**src/design/sts_params.svh**
```systemverilog
// Purpose: constants for the slave-transmitter two-wire unit
// Assumes: 8-bit register port, 3-bit register index
// Notes: definitions only
`ifndef STS_PARAMS_SVH
`define STS_PARAMS_SVH
// register indices
`define STS_REG_CTRL 3'h0
`define STS_REG_STATUS 3'h1
`define STS_REG_DATA 3'h2
`define STS_REG_ADDR 3'h3
`define STS_REG_SLEEP 3'h4
// control register bit positions
`define STS_CTL_DONE 7
`define STS_CTL_ACK 6
`define STS_CTL_START 5
`define STS_CTL_STOP 4
`define STS_CTL_WCOL 3
`define STS_CTL_EN 2
// status register fields
`define STS_ST_HI 7
`define STS_ST_LO 3
`define STS_PS_HI 1
`define STS_PS_LO 0
// status codes, prescaler bits masked
`define STS_CODE_OWN_RD 8'hA8
`define STS_CODE_ARB_RD 8'hB0
`define STS_CODE_DATA_ACK 8'hB8
`define STS_CODE_DATA_NACK 8'hC0
`define STS_CODE_LAST_ACK 8'hC8
`define STS_CODE_NONE 8'hF8
`define STS_CODE_BUS_ERR 8'h00
// counts and reset values
`define STS_LAST_BIT 3'h7
`define STS_BYTE_ZERO 8'h00
`define STS_GC_ADDR 7'h00
`define STS_SYNC_W 2
`endif

```
**src/design/sts_pkg.sv**
```systemverilog
// Purpose: types for the slave-transmitter two-wire unit
// Assumes: constants live in sts_params.svh
// Notes: state machine type only
package sts_pkg;
  // bus-side state of the slave transmitter
  typedef enum logic [2:0]
  {
    sts_idle,
    sts_addr,
    sts_aack,
    sts_hold,
    sts_txbit,
    sts_tack,
    sts_err,
    sts_ignore
  } sts_state_e;
endpackage

```
**src/design/sts_slave_tx.sv**
```systemverilog
// Purpose: two-wire slave transmitter with status codes and software handshake
// Assumes: scl/sda sampled from pins, register port on the same clock
// Notes: open-drain pins, oe_n low means the pin is pulled low
//
// Chosen here: the address-and-strobe port and the register offsets.
`include "sts_params.svh"
module sts_slave_tx
  import sts_pkg::*;
(
  input wire logic clock_in,
  input wire logic reset_in,
  input wire logic [2:0] reg_addr_in,
  input wire logic [7:0] reg_wdata_in,
  input wire logic reg_wr_in,
  input wire logic reg_rd_in,
  output logic [7:0] reg_rdata_out,
  input wire logic scl_in,
  input wire logic sda_in,
  output logic scl_o_out,
  output logic scl_oe_n_out,
  output logic sda_o_out,
  output logic sda_oe_n_out,
  input wire logic arb_lost_in,
  input wire logic own_bus_in,
  output logic start_issue_out,
  output logic wake_out
);
  // synchronised pins and their previous values
  logic [1:0] pins_s;
  logic scl_s;
  logic sda_s;
  logic scl_d_r;
  logic sda_d_r;
  // software visible state
  logic done_r; // job_done_flag
  logic ack_en_r; // ack_enable
  logic start_req_r; // start_request
  logic stop_req_r; // stop_request
  logic wcol_r; // write collision
  logic enable_r; // unit enable
  logic [1:0] presc_r; // prescaler bits, storage only here
  logic [7:0] status_r; // held status code
  logic [7:0] data_r; // shift_data_register as software sees it
  logic [6:0] own_addr_r; // own_address_field
  logic gc_en_r; // general_call_enable
  logic sleep_r; // deep sleep request
  // bus-side state
  sts_state_e state_r;
  logic [7:0] shift_r;
  logic [2:0] bit_cnt_r;
  logic last_r; // byte on the wire was sent as last
  logic nack_r; // master answered not-ack
  logic addr_full_r; // all eight address bits are in
  logic arb_r; // arbitration lost, awaiting address
  logic busy_r; // bus between start and stop
  logic start_pend_r; // start owed once bus free
  // decoded events
  logic scl_rise;
  logic scl_fall;
  logic bus_start;
  logic bus_stop;
  logic addr_hit;
  logic ev_addr;
  logic ev_tack;
  logic ev_err;
  logic sw_wr_ctrl;
  logic sw_go;

  // register selection, used by both write paths
  function automatic logic reg_sel(input logic [2:0] a, input logic [2:0] idx);
    reg_sel = (a == idx);
  endfunction

  sts_sync #(.WIDTH(`STS_SYNC_W)) u_sync
  (
    .clock_in(clock_in),
    .reset_in(reset_in),
    .async_in({scl_in, sda_in}),
    .sync_out(pins_s)
  );
  assign scl_s = pins_s[1];
  assign sda_s = pins_s[0];

  // previous pin levels for edge finding
  always_ff @(posedge clock_in)
  begin
    if (reset_in)
    begin
      scl_d_r <= 1'b1;
      sda_d_r <= 1'b1;
    end
    else
    begin
      scl_d_r <= scl_s;
      sda_d_r <= sda_s;
    end
  end

  assign scl_rise = scl_s && !scl_d_r;
  assign scl_fall = !scl_s && scl_d_r;
  // data moving while clock high marks start or stop
  assign bus_start = scl_s && scl_d_r && sda_d_r && !sda_s;
  assign bus_stop = scl_s && scl_d_r && !sda_d_r && sda_s;
  // recognition needs ack enable; general call also needs its enable
  assign addr_hit = ack_en_r && ((shift_r[7:1] == own_addr_r) ||
                    (gc_en_r && shift_r[7:1] == `STS_GC_ADDR));
  // ack clock over: flag set with A8/B0
  assign ev_addr = (state_r == sts_aack) && scl_fall;
  // master ack clock over: flag set with B8/C0/C8
  assign ev_tack = (state_r == sts_tack) && scl_fall;
  // start or stop inside a frame is a bus error
  assign ev_err = (bus_start || bus_stop) &&
                  ((state_r == sts_addr && (bit_cnt_r != 3'h0 || addr_full_r)) ||
                   state_r == sts_aack ||
                   state_r == sts_txbit || state_r == sts_tack);
  assign sw_wr_ctrl = reg_wr_in && reg_sel(reg_addr_in, `STS_REG_CTRL);
  assign sw_go = sw_wr_ctrl && reg_wdata_in[`STS_CTL_DONE] && done_r;

  // flag and held status; a hardware set wins over a software clear
  always_ff @(posedge clock_in)
  begin
    if (reset_in)
    begin
      done_r <= 1'b0;
      status_r <= `STS_CODE_NONE;
    end
    else if (ev_err)
    begin
      done_r <= 1'b1;
      status_r <= `STS_CODE_BUS_ERR;
    end
    else if (ev_addr)
    begin
      done_r <= 1'b1;
      status_r <= arb_r ? `STS_CODE_ARB_RD : `STS_CODE_OWN_RD;
    end
    else if (ev_tack)
    begin
      done_r <= 1'b1;
      // not-ack wins; an ack after the last byte is C8
      if (nack_r)
        status_r <= `STS_CODE_DATA_NACK;
      else if (last_r)
        status_r <= `STS_CODE_LAST_ACK;
      else
        status_r <= `STS_CODE_DATA_ACK;
    end
    else if (sw_go)
    begin
      // code only changes once software lets go of the flag
      done_r <= 1'b0;
      status_r <= `STS_CODE_NONE;
    end
  end

  // control bits; recovery write clears stop and loads the rest as written
  always_ff @(posedge clock_in)
  begin
    if (reset_in)
    begin
      ack_en_r <= 1'b0;
      start_req_r <= 1'b0;
      stop_req_r <= 1'b0;
      enable_r <= 1'b0;
    end
    else if (sw_wr_ctrl)
    begin
      ack_en_r <= reg_wdata_in[`STS_CTL_ACK];
      start_req_r <= reg_wdata_in[`STS_CTL_START];
      enable_r <= reg_wdata_in[`STS_CTL_EN];
      // slave has no stop to send: the bit self-clears on a go write
      stop_req_r <= reg_wdata_in[`STS_CTL_STOP] && !sw_go;
    end
  end

  // data, address, prescaler and sleep registers
  always_ff @(posedge clock_in)
  begin
    if (reset_in)
    begin
      data_r <= `STS_BYTE_ZERO;
      own_addr_r <= `STS_GC_ADDR;
      gc_en_r <= 1'b0;
      presc_r <= 2'h0;
      sleep_r <= 1'b0;
      wcol_r <= 1'b0;
    end
    else if (reg_wr_in)
    begin
      if (reg_sel(reg_addr_in, `STS_REG_DATA))
      begin
        // data only accepted while the flag holds the bus
        if (done_r)
        begin
          data_r <= reg_wdata_in;
          wcol_r <= 1'b0;
        end
        else
        begin
          wcol_r <= 1'b1;
        end
      end
      if (reg_sel(reg_addr_in, `STS_REG_ADDR))
      begin
        own_addr_r <= reg_wdata_in[7:1];
        gc_en_r <= reg_wdata_in[0];
      end
      if (reg_sel(reg_addr_in, `STS_REG_STATUS))
        presc_r <= reg_wdata_in[`STS_PS_HI:`STS_PS_LO];
      if (reg_sel(reg_addr_in, `STS_REG_SLEEP))
        sleep_r <= reg_wdata_in[0];
    end
  end

  // read port, data one cycle after the strobe
  always_ff @(posedge clock_in)
  begin
    if (reset_in)
    begin
      reg_rdata_out <= `STS_BYTE_ZERO;
    end
    else if (reg_rd_in)
    begin
      case (reg_addr_in)
        `STS_REG_CTRL:
          reg_rdata_out <= {done_r, ack_en_r, start_req_r, stop_req_r,
                            wcol_r, enable_r, 2'h0};
        // flag clear always reads F8, stored code is already F8 then
        `STS_REG_STATUS:
          reg_rdata_out <= {status_r[`STS_ST_HI:`STS_ST_LO], 1'b0, presc_r};
        // after a deep-sleep wake this need not hold the last bus byte
        `STS_REG_DATA:
          reg_rdata_out <= data_r;
        `STS_REG_ADDR:
          reg_rdata_out <= {own_addr_r, gc_en_r};
        `STS_REG_SLEEP:
          reg_rdata_out <= {7'h00, sleep_r};
        default:
          reg_rdata_out <= `STS_BYTE_ZERO;
      endcase
    end
  end

  // bus busy tracking and lost-arbitration memory
  always_ff @(posedge clock_in)
  begin
    if (reset_in)
    begin
      busy_r <= 1'b0;
      arb_r <= 1'b0;
    end
    else
    begin
      if (bus_start)
        busy_r <= 1'b1;
      else if (bus_stop)
        busy_r <= 1'b0;
      // set wins over the clear at address completion
      if (arb_lost_in)
        arb_r <= 1'b1;
      else if (ev_addr || bus_stop)
        arb_r <= 1'b0;
    end
  end

  // owed start: free bus, or a repeated start while we still own it
  always_ff @(posedge clock_in)
  begin
    if (reset_in)
    begin
      start_pend_r <= 1'b0;
      start_issue_out <= 1'b0;
    end
    else
    begin
      start_issue_out <= 1'b0;
      if (sw_go && reg_wdata_in[`STS_CTL_START] &&
          (status_r == `STS_CODE_DATA_NACK || status_r == `STS_CODE_LAST_ACK))
        start_pend_r <= 1'b1;
      else if (start_pend_r && (!busy_r || own_bus_in))
      begin
        start_pend_r <= 1'b0;
        start_issue_out <= 1'b1;
      end
    end
  end

  // wake request: address matched while asleep, held until flag cleared
  always_ff @(posedge clock_in)
  begin
    if (reset_in)
      wake_out <= 1'b0;
    else if (ev_addr && sleep_r)
      wake_out <= 1'b1;
    else if (sw_go)
      wake_out <= 1'b0;
  end

  // open-drain levels: a pin is only ever pulled low, never driven high
  always_ff @(posedge clock_in)
  begin
    if (reset_in)
    begin
      scl_o_out <= 1'b0;
      sda_o_out <= 1'b0;
    end
    else
    begin
      scl_o_out <= 1'b0;
      sda_o_out <= 1'b0;
    end
  end

  // bus state machine; pins driven from flops
  always_ff @(posedge clock_in)
  begin
    if (reset_in || !enable_r)
    begin
      state_r <= sts_idle;
      shift_r <= `STS_BYTE_ZERO;
      bit_cnt_r <= 3'h0;
      last_r <= 1'b0;
      nack_r <= 1'b0;
      addr_full_r <= 1'b0;
      scl_oe_n_out <= 1'b1;
      sda_oe_n_out <= 1'b1;
    end
    else if (ev_err)
    begin
      // let go of both lines at once so the bus can recover
      state_r <= sts_err;
      scl_oe_n_out <= 1'b1;
      sda_oe_n_out <= 1'b1;
    end
    else
    begin
      case (state_r)
        sts_idle, sts_ignore:
        begin
          if (bus_start)
          begin
            state_r <= sts_addr;
            bit_cnt_r <= 3'h0;
            addr_full_r <= 1'b0;
          end
          else if (bus_stop)
            state_r <= sts_idle;
        end
        sts_addr:
        begin
          if (bus_start)
          begin
            bit_cnt_r <= 3'h0;
            addr_full_r <= 1'b0;
          end
          else if (bus_stop)
            state_r <= sts_idle;
          else if (scl_rise)
          begin
            shift_r <= {shift_r[6:0], sda_s};
            bit_cnt_r <= bit_cnt_r + 3'h1;
            // the count wraps to zero, so remember that a byte is complete
            if (bit_cnt_r == `STS_LAST_BIT)
              addr_full_r <= 1'b1;
          end
          else if (scl_fall && addr_full_r && shift_r[0] && addr_hit)
          begin
            // eight bits in, read direction, recognised: pull ack
            state_r <= sts_aack;
            sda_oe_n_out <= 1'b0;
          end
          else if (scl_fall && addr_full_r)
            state_r <= sts_ignore;
        end
        sts_aack:
        begin
          if (scl_fall)
          begin
            // ack clock ended: release data, stretch the clock
            state_r <= sts_hold;
            sda_oe_n_out <= 1'b1;
            scl_oe_n_out <= 1'b0;
          end
        end
        sts_hold:
        begin
          if (sw_go)
          begin
            if (status_r == `STS_CODE_DATA_NACK || status_r == `STS_CODE_LAST_ACK)
            begin
              // leave transmitting; recognition now follows ack enable
              state_r <= sts_idle;
              scl_oe_n_out <= 1'b1;
            end
            else
            begin
              // first bit set up in the same cycle that the clock is released
              shift_r <= {data_r[6:0], 1'b1};
              sda_oe_n_out <= data_r[7];
              last_r <= !reg_wdata_in[`STS_CTL_ACK];
              bit_cnt_r <= 3'h0;
              state_r <= sts_txbit;
              scl_oe_n_out <= 1'b1;
            end
          end
        end
        sts_txbit:
        begin
          if (scl_fall)
          begin
            if (bit_cnt_r == `STS_LAST_BIT)
            begin
              state_r <= sts_tack;
              sda_oe_n_out <= 1'b1;
            end
            else
            begin
              sda_oe_n_out <= shift_r[7];
              shift_r <= {shift_r[6:0], 1'b1};
              bit_cnt_r <= bit_cnt_r + 3'h1;
            end
          end
        end
        sts_tack:
        begin
          if (scl_rise)
            nack_r <= sda_s;
          else if (scl_fall)
          begin
            // flag set now; hold the clock until software answers
            state_r <= sts_hold;
            scl_oe_n_out <= 1'b0;
          end
        end
        sts_err:
        begin
          // recovery needs stop with the go write; no stop on the wire
          if (sw_go && reg_wdata_in[`STS_CTL_STOP])
            state_r <= sts_idle;
        end
        default:
          state_r <= sts_idle;
      endcase
    end
  end
endmodule

```
**src/design/sts_sync.sv**
```systemverilog
// Purpose: two-flop synchroniser for pin inputs
// Assumes: inputs are asynchronous to clock_in
// Notes: only the second stage is visible outside
module sts_sync
  import sts_pkg::*;
#(
  parameter int WIDTH = 2
)
(
  input wire logic clock_in,
  input wire logic reset_in,
  input wire logic [WIDTH-1:0] async_in,
  output logic [WIDTH-1:0] sync_out
);
  // first stage, read by the second stage only
  logic [WIDTH-1:0] meta_r;
  genvar g;
  generate
    for (g = 0; g < WIDTH; g = g + 1)
    begin : g_bit
      // idle bus level is high, so reset to one
      always_ff @(posedge clock_in)
      begin
        if (reset_in)
        begin
          meta_r[g] <= 1'b1;
          sync_out[g] <= 1'b1;
        end
        else
        begin
          meta_r[g] <= async_in[g];
          sync_out[g] <= meta_r[g];
        end
      end
    end
  endgenerate
endmodule

```
**config.mk**
```make
export PLATFORM = sky130hd
export DESIGN_NAME = sts_slave_tx
export DESIGN_NICKNAME = d
export VERILOG_FILES = /design/src/design/sts_pkg.sv /design/src/design/sts_slave_tx.sv /design/src/design/sts_sync.sv
export VERILOG_INCLUDE_DIRS = /design/src /design/src/design
export SDC_FILE = /design/constraint.sdc
export NUM_CORES = 1
export LEC_CHECK = 0
export ABC_AREA = 1
export ABC_CLOCK_PERIOD_IN_PS = 1710
export BUFFER_PORTS_ARGS = -buffer_cell sky130_fd_sc_hd__buf_4
export CAP_MARGIN = 20
export CORE_UTILIZATION = 45
export DETAILED_ROUTE_END_ITERATION = 12
export HOLD_SLACK_MARGIN = 0.1
export RECOVER_POWER = 50
export SLEW_MARGIN = 0
export SYNTH_ARGS = -nofsm -noshare
export SYNTH_HDL_FRONTEND = slang
export SYNTH_SLANG_ARGS = --single-unit
```
**constraint.sdc**
```tcl
create_clock -name clock_in -period 1.71 [get_ports clock_in]
set_input_delay 0.2565 -clock clock_in [delete_from_list [all_inputs] [get_ports clock_in]]
set_output_delay 0.2565 -clock clock_in [all_outputs]
set_load 0.01 [all_outputs]
```
==> flow_metrics.py <==
metrics = {
    "place": {
        "hpwl_mm": 7.89,
        "place_area_um2": 4130,
        "pre_cts_ws_ps": -81.1,
        "gp_congestion": 0.945,
        "port_buffers": 30,
    },
    "pwr": {
        "clockPowerShare_pct": 42.6,
        "p_int_mw": 2.43,
        "ir_drop_mv": 0.518,
        "p_comb_share_pct": 8.0,
        "total_power_mw": 3.27,
        "power_density_nw_per_um2": 734,
        "p_switching_mw": 0.846,
        "sw_frac_of_total_pct": 25.9,
        "seqPwrFrac_pct": 49.4,
        "p_leak_nw": 1.93,
    },
    "timing": {
        "rsz0062_at_grt": "true",
        "slew_headroom_pct": 43.6,
        "max_clock_freq_ghz": 0.587,
        "finalMaxSlewViolations": 0,
        "hold_violations": 0,
        "period_minus_slack_ps": 1700,
        "setup_viol": 0,
        "worst_pin_slew_ps": 846,
        "period_share_pct": 99.6,
        "skew_ps": 13.7,
        "setup_slack_ps": 7.61,
    },
    "setup_path": {
        "worstSetupPathType": "flop to flop",
        "critPathLaunchType": "flop",
        "crit_family": "simple AND/OR/NAND/NOR gates",
        "crit_chain": "inv_2 -> nand3_2 -> nor2_1 -> nor2_2 -> nand3_2 -> nor3_4 -> buf_4 -> nand3_1 -> nand2_1 -> nor2_1",
        "critPathArrivalTime_ps": 1940,
        "r2r_slack_ps": 8,
        "slowest_stage": "dfxtp_4",
        "end_kind": "flop",
        "required_ps": 1950,
        "crit_fanout": 7,
        "path_buf_inv": 2,
        "max_stage_delay_ps": 420,
    },
    "clock_network": {
        "worstSkewPairLatency_ps": 360,
        "path_clk_slew_ps": 90,
        "cts_sinks": 68,
        "clk_path_buf_depth": 2,
        "htreeDepth": 3,
        "cts_tree": "yes",
        "numCtsBuffers": 9,
        "root_buffer": "clkbuf_8",
    },
    "cells_and_area": {
        "drive_above_1_share_pct": 23.1,
        "seqCellArea_um2": 1380,
        "nFillCells": 764,
        "finalInstanceArea_um2": 4460,
        "final_nets": 635,
        "fin_util_pct": 60.2,
        "antenna_cells": 0,
        "syn_to_final_growth_pct": 26.4,
        "multi_input_area_um2": 1930,
    },
    "floorplanning": {
        "ios": 33,
        "die_height_um": 90.6,
        "dieArea_um2": 8200,
        "dieWidth_um": 90.6,
        "coreArea_um2": 7410,
        "num_rows": 31,
        "start_util_pct": 47.7,
    },
    "global_routing": {
        "grt_pass1_vias": 3454,
        "grt-ovfl-total": 0,
        "grt_pass1_wl_mm": 17.0,
        "grt_start_max_net_pins": 25,
        "antenna_found_initial": 0,
        "grt_usage_pct": 27.0,
    },
    "synthesis": {
        "async_reset_ff_share_pct": 0,
        "yosysWarnings": 0,
        "yosys_most_used_dff": "dfxtp_1",
        "synth_edf_count": 0,
        "synth_area_leaders": "dfxtp_1, nand2_1, nor2_1",
        "synth_area_um2": 3530,
        "syn_inst": 534,
        "ys_ff_latch": 68,
        "yosysTopAreaCell": "dfxtp_1",
        "syn_area_per_cell_um2": 6.61,
        "synth-seq-area-share_pct": 38.6,
        "synth_top_area_share_pct": 38.6,
        "yosysUniqueCellTypes": 37,
    },
    "drt": {
        "drc": 0,
        "vias_per_cell": 5.10,
        "drtAntennaViolNets": 0,
        "first_pass_iters": 5,
        "drtIter0Drc": 119,
        "routed_wl_mm": 10.4,
        "detail_route.wl_per_cell_um": 14.6,
        "num_vias": 3660,
    },
    "outcome": {
        "status": "complete, no violations",
    },
    "job": {
        "max_cap_violations": 0,
    },
    "hold_path": {
        "hold_class": "input pin to flop",
    },
}
cell families after synthesis:
group,count (synthesis),synth area share (%)
other,1,0.106
adders and majority gates,3,1.06
xor gates and xnor gates,2,0.496
buffers and inverters,77,8.75
and+or+nand+nor,288,36.1
DFF,68,38.6
AOI/OAI and AO/OA,95,14.9
state kept, by name, indices dropped and copies added (netlist names), 2 cells and up:
| register | flops |
|---|---|
| bit_cnt_r | 3 |
| data_r | 8 |
| own_addr_r | 7 |
| presc_r | 2 |
| reg_rdata_out | 8 |
| shift_r | 8 |
| state_r | 3 |
| status_r | 5 |
| u_sync.meta_r | 2 |
| u_sync.sync_out | 2 |
cell type report:
class | instances | area share (%)
clock buffers | 11 | 3.17
clock inverters | 5 | 1.35
inverters | 65 | 5.52
multi-input cells | 390 | 43.4
flip-flops and latches | 68 | 30.9
well taps | 99 | 2.78
repair buffers | 79 | 12.9
tightest hold or removal path, delay by kind of cell:
kind	cells	cell delay (ps)
buf+inv	1	90
compound gates	1	70
simple gates	1	70
metal layers:
layer | wire length [um] | up-vias | global-route usage, % | part of all wire (%)
li1 | - | 1863 | - | -
met1 | 4400 | 1671 | 32.5 | 42
met2 | 5270 | 103 | 47.5 | 50
met3 | 508 | 23 | 5.39 | 4.9
met4 | 261 | 0 | 9.54 | 2.5
met5 | 0 | - | 0 | 0
power by group through the flow:
stage | registers (mW) | logic [mW] | clock network (mW)
global route | 1.62 | 0.292 | 1.48
CTS | 1.62 | 0.255 | 1.43
detailed placement | 1.66 | 0.246 | 0
floorplan | 1.66 | 0.137 | 0
finish | 1.62 | 0.262 | 1.39
global placement | 1.66 | 0.244 | 0
synth_stat cells (5+ instances only):
library cell,count
a21oi_1,37
clkbuf_1,7
dfxtp_1,68
inv_1,61
nand2_1,146
nand2_2,7
nand3_1,30
nor2_1,74
nor2_2,5
nor2_4,7
nor3_1,5
o21ai_0,38
o21ai_2,5
through the flow:
step | std cells | hold slack, ps | setup TNS, ps
floorplan | 535 | 356 | 0
global placement | 692 | 392 | -374
detailed placement | 692 | 398 | -584
CTS | 713 | 108 | -0.212
global route | 717 | 178 | -356
finish | 717 | 175 | 0
worst paths after layout:
path | start | end | cells past startpoint
worst min register to register | u_sync.meta_r[0] | u_sync.sync_out[0] | 1
worst max register to register | state_r[2] | bit_cnt_r[2] | 10
worst min-delay path | reg_wdata_in[3] | data_r[3] | 3
worst max-delay path | state_r[2] | bit_cnt_r[2] | 10
placed cells by master, fill, tap and decap left out, types with 3 or more instances in the layout:
| cell | count |
|---|---|
| dlygate4sd3_1 | 5 |
| dfxtp_4 | 4 |
| nand2_2 | 13 |
| dfxtp_1 | 62 |
| nand3_1 | 29 |
| or2_2 | 4 |
| o21ai_2 | 5 |
| nand2_1 | 139 |
| nor2_1 | 67 |
| clkbuf_8 | 10 |
| clkbuf_1 | 15 |
| nor2_4 | 8 |
| nor3_1 | 5 |
| o21ai_0 | 38 |
| o2111ai_1 | 4 |
| inv_2 | 9 |
| nand3_2 | 4 |
| nor2_2 | 11 |
| inv_1 | 55 |
| buf_6 | 3 |
| a21oi_1 | 37 |
| buf_4 | 56 |
what timing repair did:
action | CTS | global route
hold buffers | 4 | 1
pin swaps | 2 | 15
hold endpoints to repair | 4 | 1
gates resized for setup | 4 | 38
endpoints found under the setup margin | 17 | 22
buffers inserted | 1 | 3
(Power assumes the default switching activity.)
